[src/sdc_pkg.sv]
/*
 * Shared constants, pin bundle, command and bank-state types for the command-pin decoder.
 * Assumes a single 100 MHz clock domain and one external controller on the pins.
 */
package sdc_pkg;
	// ----------------------------------------------------------------
	// widths
	// ----------------------------------------------------------------
	localparam int DATA_W = 16;
	localparam int BYTE_W = 8;
	localparam int MASK_W = 2;
	localparam int ROW_W = 13;
	localparam int COL_W = 10;
	localparam int BANK_W = 2;
	localparam int NUM_BANKS = 4;
	// storage keeps only the low column bits of each bank, to stay small
	localparam int MEM_COL_W = 4;
	// position of the auto_close_bit within the address pins
	localparam int AUTO_BIT = 10;

	// ----------------------------------------------------------------
	// timing and buffering
	// ----------------------------------------------------------------
	localparam int CLK_PERIOD_NS = 10;
	localparam int PRECHARGE_NS = 20;
	localparam int PRE_CYCLES = (PRECHARGE_NS + CLK_PERIOD_NS - 1) / CLK_PERIOD_NS;
	localparam int PRE_CNT_W = 4;
	localparam int FIFO_DEPTH = 8;

	// ----------------------------------------------------------------
	// types
	// ----------------------------------------------------------------
	typedef enum logic [2:0] {
		CMD_DESEL = 3'b000,
		CMD_NOP = 3'b001,
		CMD_OPEN = 3'b010,
		CMD_CLOSE = 3'b011,
		CMD_READ = 3'b100,
		CMD_WRITE = 3'b101,
		CMD_OTHER = 3'b110
	} sdc_cmd_t;

	typedef enum logic [1:0] {
		BK_IDLE = 2'b00,
		BK_ACTIVE = 2'b01,
		BK_PRECHARGE = 2'b10
	} sdc_bank_t;

	typedef struct packed {
		logic cs_n;
		logic ras_n;
		logic cas_n;
		logic we_n;
		logic [BANK_W-1:0] ba;
		logic [ROW_W-1:0] addr;
		logic lower_byte_mask;
		logic upper_byte_mask;
		logic [DATA_W-1:0] dq;
	} sdc_pins_t;

	typedef struct packed {
		logic [MASK_W-1:0] mask;
		logic [BANK_W-1:0] bank;
		logic [MEM_COL_W-1:0] col;
		logic [DATA_W-1:0] data;
	} sdc_wr_t;

	// chip select high forces the deselect code whatever the strobes say
	function automatic sdc_cmd_t sdc_decode(input logic cs_n, input logic ras_n,
		input logic cas_n, input logic we_n);
		sdc_cmd_t c;
		c = CMD_OTHER;
		if (cs_n) begin
			c = CMD_DESEL;
		end else begin
			case ({ras_n, cas_n, we_n})
				3'b111: c = CMD_NOP;
				3'b011: c = CMD_OPEN;
				3'b010: c = CMD_CLOSE;
				3'b101: c = CMD_READ;
				3'b100: c = CMD_WRITE;
				default: c = CMD_OTHER;
			endcase
		end
		return c;
	endfunction
endpackage

[src/sdc_fifo_if.sv]
/*
 * Valid/ready carrier between the decoder and its write buffer.
 * Assumes both ends run on the same clock.
 */
`timescale 1ns/100ps
interface sdc_fifo_if #(parameter int W = 8);
	logic in_valid;
	logic in_ready;
	logic [W-1:0] in_data;
	logic out_valid;
	logic out_ready;
	logic [W-1:0] out_data;
	modport fifo (input in_valid, input in_data, input out_ready,
		output in_ready, output out_valid, output out_data);
	modport user (output in_valid, output in_data, output out_ready,
		input in_ready, input out_valid, input out_data);
endinterface

[src/sdc_decoder.sv]
/*
 * Command-pin decoder and data-pin logic of a 16-bit synchronous DRAM, with a
 * small backing store and a write buffer in front of it.
 * Assumes pins driven by an external controller, sampled on rising CLOCK edges.
 */
// Overview of operation
// - command decoder works only with select low
// - select high forces deselect, strobes ignored
// - strobes captured on rising clock edges while CE is high
// - open command activates the selected bank
// - close command idles bank after precharge
// - column access: write or read by write_select
// - byte masks gate read drivers, block writes
// - data lines clocked, maskable per byte
// - row on open, column and auto-close on access
// - close with auto_close_bit precharges all banks
`timescale 1ns/100ps
module sdc_decoder
	import sdc_pkg::*;
#(
	parameter int PRE_COUNT = sdc_pkg::PRE_CYCLES,
	parameter int WBUF_DEPTH = sdc_pkg::FIFO_DEPTH
) (
	input wire logic CLOCK, // system clock
	input wire logic RST, // synchronous reset, active high
	input wire logic CE, // clock enable, freezes all state when low
	input wire logic CS_N, // chip select, active low
	input wire logic ROW_STROBE_N, // row strobe, active low
	input wire logic COL_STROBE_N, // column strobe, active low
	input wire logic WRITE_SELECT_N, // write select, active low
	input wire logic [sdc_pkg::BANK_W-1:0] BANK_SELECT, // bank address
	input wire logic [sdc_pkg::ROW_W-1:0] ADDR, // row / column address
	input wire logic LOWER_BYTE_MASK, // mask for bits 7:0
	input wire logic UPPER_BYTE_MASK, // mask for bits 15:8
	input wire logic [sdc_pkg::DATA_W-1:0] DATA_LINES_IN, // data pins, input side
	output logic [sdc_pkg::DATA_W-1:0] DATA_LINES_OUT, // data pins, output side
	output logic [sdc_pkg::MASK_W-1:0] DATA_LINES_OE, // per-byte drive enable
	output logic [sdc_pkg::NUM_BANKS-1:0] BANK_ACTIVE, // banks in active state
	output logic WR_READY // write buffer has room
);
	import sdc_pkg::*;

	if (PRE_COUNT < 1 || PRE_COUNT > (1 << PRE_CNT_W) || WBUF_DEPTH < 2) begin : g_bad_param
		$error("sdc_decoder parameter out of range");
	end

	localparam logic [PRE_CNT_W-1:0] PRE_LAST = PRE_CNT_W'(PRE_COUNT - 1);
	localparam int WR_W = $bits(sdc_wr_t);
	localparam int MEM_WORDS = NUM_BANKS << MEM_COL_W;

	// ----------------------------------------------------------------
	// pin synchroniser
	// ----------------------------------------------------------------
	sdc_pins_t pins_in;
	sdc_pins_t pins_meta;
	sdc_pins_t s;

	assign pins_in = '{cs_n: CS_N, ras_n: ROW_STROBE_N, cas_n: COL_STROBE_N,
		we_n: WRITE_SELECT_N, ba: BANK_SELECT, addr: ADDR, lower_byte_mask: LOWER_BYTE_MASK,
		upper_byte_mask: UPPER_BYTE_MASK, dq: DATA_LINES_IN};

	// all pins, data included, take the same two stages so they stay aligned
	always_ff @(posedge CLOCK) begin
		if (RST) begin
			pins_meta <= '1;
			s <= '1;
		end else if (CE) begin
			pins_meta <= pins_in;
			s <= pins_meta;
		end
	end

	// ----------------------------------------------------------------
	// command decode
	// ----------------------------------------------------------------
	sdc_cmd_t cmd;
	sdc_bank_t bank_st [NUM_BANKS];
	sdc_bank_t next_st [NUM_BANKS];
	logic [PRE_CNT_W-1:0] pre_cnt [NUM_BANKS];
	logic [ROW_W-1:0] open_row [NUM_BANKS];
	logic [NUM_BANKS-1:0] open_hit;
	logic [NUM_BANKS-1:0] close_hit;
	logic [NUM_BANKS-1:0] auto_hit;
	logic [NUM_BANKS-1:0] next_active;
	logic [NUM_BANKS-1:0] busy_pre;

	assign cmd = sdc_decode(s.cs_n, s.ras_n, s.cas_n, s.we_n);

	wire auto_close = s.addr[AUTO_BIT];
	wire is_access = (cmd == CMD_READ) || (cmd == CMD_WRITE);
	wire sel_active = (bank_st[s.ba] == BK_ACTIVE);
	wire rd_hit = (cmd == CMD_READ) && sel_active;
	wire wr_hit = (cmd == CMD_WRITE) && sel_active;
	wire [MASK_W-1:0] mask = {s.upper_byte_mask, s.lower_byte_mask};
	wire [MEM_COL_W-1:0] col = s.addr[MEM_COL_W-1:0];

	// ----------------------------------------------------------------
	// bank state machines
	// ----------------------------------------------------------------
	for (genvar i = 0; i < NUM_BANKS; i++) begin : g_bank
		wire sel = (s.ba == BANK_W'(i));

		assign open_hit[i] = (cmd == CMD_OPEN) && sel;
		assign close_hit[i] = (cmd == CMD_CLOSE) && (auto_close || sel);
		assign auto_hit[i] = is_access && auto_close && sel;
		assign next_active[i] = (next_st[i] == BK_ACTIVE);
		assign busy_pre[i] = (bank_st[i] == BK_PRECHARGE);

		always_comb begin
			next_st[i] = bank_st[i];
			unique case (bank_st[i])
				BK_IDLE: if (open_hit[i]) next_st[i] = BK_ACTIVE;
				BK_ACTIVE: if (close_hit[i] || auto_hit[i]) next_st[i] = BK_PRECHARGE;
				BK_PRECHARGE: if (pre_cnt[i] == '0) next_st[i] = BK_IDLE;
				default: next_st[i] = BK_IDLE;
			endcase
		end

		always_ff @(posedge CLOCK) begin
			if (RST) begin
				bank_st[i] <= BK_IDLE;
				pre_cnt[i] <= '0;
				open_row[i] <= '0;
			end else if (CE) begin
				bank_st[i] <= next_st[i];
				if (bank_st[i] != BK_PRECHARGE) pre_cnt[i] <= PRE_LAST;
				else pre_cnt[i] <= pre_cnt[i] - 1'b1;
				if (bank_st[i] == BK_IDLE && open_hit[i]) open_row[i] <= s.addr;
			end
		end
	end

	// ----------------------------------------------------------------
	// write buffer and store
	// ----------------------------------------------------------------
	sdc_fifo_if #(.W(WR_W)) wbuf ();
	sdc_wr_t wr_entry;
	sdc_wr_t drain;
	logic [DATA_W-1:0] mem [MEM_WORDS];

	assign wr_entry = '{mask: mask, bank: s.ba, col: col, data: s.dq};
	assign wbuf.in_valid = wr_hit;
	assign wbuf.in_data = wr_entry;
	// the store has one port; a read takes it and the buffer waits
	assign wbuf.out_ready = !rd_hit;
	assign drain = wbuf.out_data;

	wire do_drain = wbuf.out_valid && wbuf.out_ready;
	wire [BANK_W+MEM_COL_W-1:0] rd_idx = {s.ba, col};
	wire [BANK_W+MEM_COL_W-1:0] wr_idx = {drain.bank, drain.col};

	sdc_fifo #(
		.WIDTH(WR_W),
		.DEPTH(WBUF_DEPTH)
	) u_wbuf (
		.clk(CLOCK),
		.rst(RST),
		.ce(CE),
		.port(wbuf)
	);

	// masked bytes never reach the store
	always_ff @(posedge CLOCK) begin
		if (CE && do_drain) begin
			for (int b = 0; b < MASK_W; b++) begin
				if (!drain.mask[b]) mem[wr_idx][b*BYTE_W +: BYTE_W] <= drain.data[b*BYTE_W +: BYTE_W];
			end
		end
	end

	// ----------------------------------------------------------------
	// output registers
	// ----------------------------------------------------------------
	// a read issued while its address still waits in the buffer returns the old word
	always_ff @(posedge CLOCK) begin
		if (RST) begin
			DATA_LINES_OUT <= '0;
			DATA_LINES_OE <= '0;
			BANK_ACTIVE <= '0;
			WR_READY <= 1'b0;
		end else if (CE) begin
			DATA_LINES_OUT <= rd_hit ? mem[rd_idx] : '0;
			DATA_LINES_OE <= rd_hit ? ~mask : '0;
			BANK_ACTIVE <= next_active;
			WR_READY <= wbuf.in_ready;
		end
	end

	localparam int PRE_MAX = 16;
endmodule // sdc_decoder

[src/sdc_fifo.sv]
/*
 * Synchronous FIFO with parameter width and power-of-two depth.
 * Assumes one clock, a synchronous reset and a freezing clock enable.
 */
`timescale 1ns/100ps
module sdc_fifo #(
	parameter int WIDTH = 8,
	parameter int DEPTH = 8
) (
	input wire logic clk, // clock
	input wire logic rst, // synchronous reset
	input wire logic ce, // clock enable
	sdc_fifo_if.fifo port // both sides
);
	localparam int AW = $clog2(DEPTH);

	if (DEPTH < 2 || (1 << AW) != DEPTH) begin : g_bad_depth
		$error("sdc_fifo depth must be a power of two");
	end

	logic [WIDTH-1:0] mem [DEPTH];
	logic [AW:0] wr_ptr;
	logic [AW:0] rd_ptr;
	wire full = (wr_ptr[AW] != rd_ptr[AW]) && (wr_ptr[AW-1:0] == rd_ptr[AW-1:0]);
	wire empty = (wr_ptr == rd_ptr);
	wire push = port.in_valid && !full;
	wire pop = !empty && port.out_ready;

	assign port.in_ready = !full;
	assign port.out_valid = !empty;
	assign port.out_data = mem[rd_ptr[AW-1:0]];

	always_ff @(posedge clk) begin
		if (rst) begin
			wr_ptr <= '0;
			rd_ptr <= '0;
		end else if (ce) begin
			if (push) wr_ptr <= wr_ptr + 1'b1;
			if (pop) rd_ptr <= rd_ptr + 1'b1;
		end
	end

	always_ff @(posedge clk) begin
		if (ce && push) mem[wr_ptr[AW-1:0]] <= port.in_data;
	end
endmodule // sdc_fifo

[config.mk]
export PLATFORM = sky130hd
export DESIGN_NAME = sdc_decoder
export DESIGN_NICKNAME = d
export VERILOG_FILES = /design/src/sdc_pkg.sv /design/src/sdc_fifo_if.sv /design/src/sdc_decoder.sv /design/src/sdc_fifo.sv
export SDC_FILE = /design/constraint.sdc
export NUM_CORES = 1
export LEC_CHECK = 0
export ABC_AREA = 0
export ABC_CLOCK_PERIOD_IN_PS = 4700
export BUFFER_PORTS_ARGS = -buffer_cell sky130_fd_sc_hd__buf_4
export CELL_PAD_IN_SITES_DETAIL_PLACEMENT = 1
export CELL_PAD_IN_SITES_GLOBAL_PLACEMENT = 2
export CORE_MARGIN = 2
export CORE_UTILIZATION = 44
export CTS_CLUSTER_SIZE = 30
export DETAILED_ROUTE_END_ITERATION = 6
export PLACE_DENSITY_LB_ADDON = 0.15
export RECOVER_POWER = 100
export SLEW_MARGIN = 20
export SYNTH_ARGS = -nofsm -noshare
export SYNTH_HDL_FRONTEND = slang
export SYNTH_SLANG_ARGS = --single-unit
[constraint.sdc]
create_clock -name CLOCK -period 4.7 [get_ports CLOCK]
set_input_delay 0.94 -clock CLOCK [delete_from_list [all_inputs] [get_ports CLOCK]]
set_output_delay 0.94 -clock CLOCK [all_outputs]
set_load 0.03 [all_outputs]
==> out/results.txt <==
run status: finished with violations
failing checks: capacitance limit, slew limit
Worst path max stage delay: 820 ps
wire per inst: 28.01 um
Setup Viol. Count Final: 0
Worst Max-Slew Pin Slew: 1861 ps
layout overhead on the synthesized area: 12.75%
R2R depth: 6
Worst Setup Path Type: flip-flop to flip-flop
Die Span Y: 348.4 um
largest net degree at the start of global routing: 111
Total GRT Usage: 0.2156
post-route minimum period: 4086 ps
Starting Density: 0.4430
Skew-Pair Late Insertion Delay: 750 ps
Layout Nets: 3029
most frequent cells in the layout: edfxtp_1 (1240), mux2_2 (208), nor2_1 (188)
Min-Delay Path Depth: 2
hold_buf cts: 0
FFs w/ async S/R, synth: 0
max cap viols: 4
initial antenna violation count: 1
HPWL Detailed: 78210 um
fillers: 10780
Synthesized Nets: 2913
I/O pin total: 63
post-synthesis average cell area: 18.20 um^2
gp weighted congestion: 0.7874
highest-delay cell along the critical path: nor2_1
top post-synthesis cells by area: edfxtp_1 (71%), mux4_2 (6.9%), mux2_2 (4.6%), dfxtp_1 (3.8%), nor2b_1 (1.9%)
TritonCTS clock tree: done
DR vias/cell: 5.733
Max clock buf depth: 3
post-route ant nets: 0
Final Hold Viols: 0
RSZ-0062 raised after global routing: false
hold path start: UPPER_BYTE_MASK
EDFF count, synth: 1240
cell type with the largest total area after synthesis: edfxtp_1
Relative slew margins: -0.2407
H-tree lvl count: 4
DR pass1 iterations: 5
Final WS setup: 613.8 ps
pre-CTS setup slack: 734.4 ps
Worst VDD drop: 0.3487 mV
Fmax: 244.7 MHz
area of the die: 0.1214 mm^2
Routed WL: 129800 um
crit-path max FO: 17
net load switching power: 5144 uW
fin crit share: 0.8694
Num CTS Buffers: 143
Seq/Total Area, Yosys: 0.7513
Final Slew Violations: 164
CTS root buffer: clkbuf_16
Yosys cell types: 56
PD cells: 423.4 mW/mm^2
total number of vias: 26570
total gr overflow: 0
vias in the first global route: 28300
clk_skew: 24.10 ps
flip-flop and latch area: 0.03921 mm^2
area of the multi-input gates: 0.01216 mm^2
cell repeated most along the worst path: nor2_1
share of layout cells above drive strength 1: 0.2144
core area: 0.1178 mm^2
global-route wire length before repair: 190800 um
CTS sink count: 1338
commonest non-fill, non-tap cell in the layout: edfxtp_1
crit-path cells: mux4_2, mux2_1, nor2_1, nand2_1, clkbuf_1, nor2_1
sw frac: 0.2065
CP required: 5070 ps
HP Class: input pin to flip-flop
Crit. End Element: flip-flop
Final TNS setup: 0 ps
top-area cell type share of the netlist area: 0.7137
sequential share of power: 0.522
Port Buffers: 54
synthesized cell area: 0.05218 mm^2
std cell rows: 126
drc violations: 0
Mapped Cells: 2867
post-CTS resize count: 0
Die X: 348.4 um
number of post-CTS setup repair buffers: 0
CP arrival: 4460 ps
Iter 0 DRT Violations: 2082
number of synthesized register bits: 1338
Logic pwr share: 0.040
Clock power frac: 0.439
Lkg Pwr: 0.01848 uW
yosys warns: 0
CP Launch Type: flip-flop
clk slew on worst S/H paths: 60 ps
cell internal pwr: 19760 uW
Synth Flop Type: edfxtp_1
## through the flow
step                power, uW  utilization  cell area, um^2  cells  hold WS (ps)
floorplan               13880            -            52180   2867         427.4
global placement        14210       0.4638            54620   4374         437.7
detailed placement      14240       0.4638            54620   4374         444.2
CTS                     25170       0.5023            59150   4633         343.2
global route            25620       0.4995            58820   4633         374.3
finish                  24910       0.4995            58830   4635         399.6
## worst paths after layout
path / to / slack (ps)
worst max-delay path: mem[20][5] / 610
worst min-delay path: pins_meta[16] / 400
worst max register to register: mem[20][5] / 610
worst min register to register: s[14] / 460
## cells by family after synthesis
group,share of synthesized area
DFF,0.7513
and+or+nand+nor,0.05118
muxes,0.1237
AOI/OAI and AO/OA,0.05561
buffers and inverters,0.01499
xor gates and xnor gates,0.001846
adders and majority gates,0.001439
## flip-flops by register name (all words and copies together) (netlist names), named ones only
signal          cells
u_wbuf.rd_ptr       4
DATA_LINES_OUT     16
mask                2
s                  20
DATA_LINES_OE       2
pins_meta          29
rd_idx              2
auto_close          1
mem              1024
col                 4
WR_READY            1
u_wbuf.wr_ptr       4
pre_cnt            16
bank_st             8
u_wbuf.mem        192
BANK_ACTIVE         4
## critical path, delay by kind of cell (launching register included)
family                 cells  cell delay, ps
and+or+nand+nor            3            1570
DFF                        1             560
buffers and inverters      1             630
muxes                      2             920
## power groups by stage
stage                     Combinational (uW)  Clock [uW]  Sequential [uW]
after floorplan                          682           0            13200
after global placement                   976           0            13200
after detailed placement                 994           0            13200
after CTS                                998       11200            13000
after global routing                    1060       11600            13000
final                                    986       10900            13000
## routing by layer
layer | up-vias | part of all wire | track usage
li1 | 11800 | - | -
met1 | 14010 | 0.44 | 0.2955
met4 | 0 | 0.023 | 0.05902
met5 | - | 0 | 0
met3 | 174 | 0.041 | 0.03187
met2 | 590 | 0.50 | 0.3606
## cell type report
class | count | area share
antenna | 2 | 0.00008508
clock inverter | 54 | 0.007763
clock buffer | 205 | 0.06930
timing repair buffer | 143 | 0.01614
inverter | 12 | 0.0007657
tap | 1536 | 0.03267
sequential | 1338 | 0.6666
multi-input combinational | 1345 | 0.2067
## synthesized netlist by cell type (2+ instances only)
| master | count |
|---|---|
| a2111oi_0 | 16 |
| a211o_1 | 58 |
| a211oi_1 | 84 |
| a21o_1 | 6 |
| a21oi_1 | 34 |
| a22oi_1 | 33 |
| a311oi_4 | 2 |
| buf_1 | 22 |
| buf_2 | 64 |
| clkbuf_1 | 84 |
| dfxtp_1 | 98 |
| edfxtp_1 | 1240 |
| ha_1 | 6 |
| inv_1 | 12 |
| mux2_2 | 215 |
| mux2i_1 | 39 |
| mux4_2 | 160 |
| nand2_1 | 41 |
| nand2b_1 | 13 |
| nand3_1 | 10 |
| nand3_2 | 8 |
| nand3b_1 | 4 |
| nand4_1 | 2 |
| nor2_1 | 188 |
| nor2b_1 | 155 |
| nor3_1 | 39 |
| nor4_1 | 36 |
| nor4b_1 | 4 |
| o21ai_0 | 12 |
| o21ai_1 | 2 |
| o22ai_1 | 96 |
| o31ai_1 | 32 |
| o41ai_1 | 16 |
| or2_2 | 2 |
| or3_1 | 2 |
| or3b_2 | 3 |
| xnor2_1 | 7 |
| xor2_1 | 4 |
No activity file was read; power rests on OpenSTA's default activity.
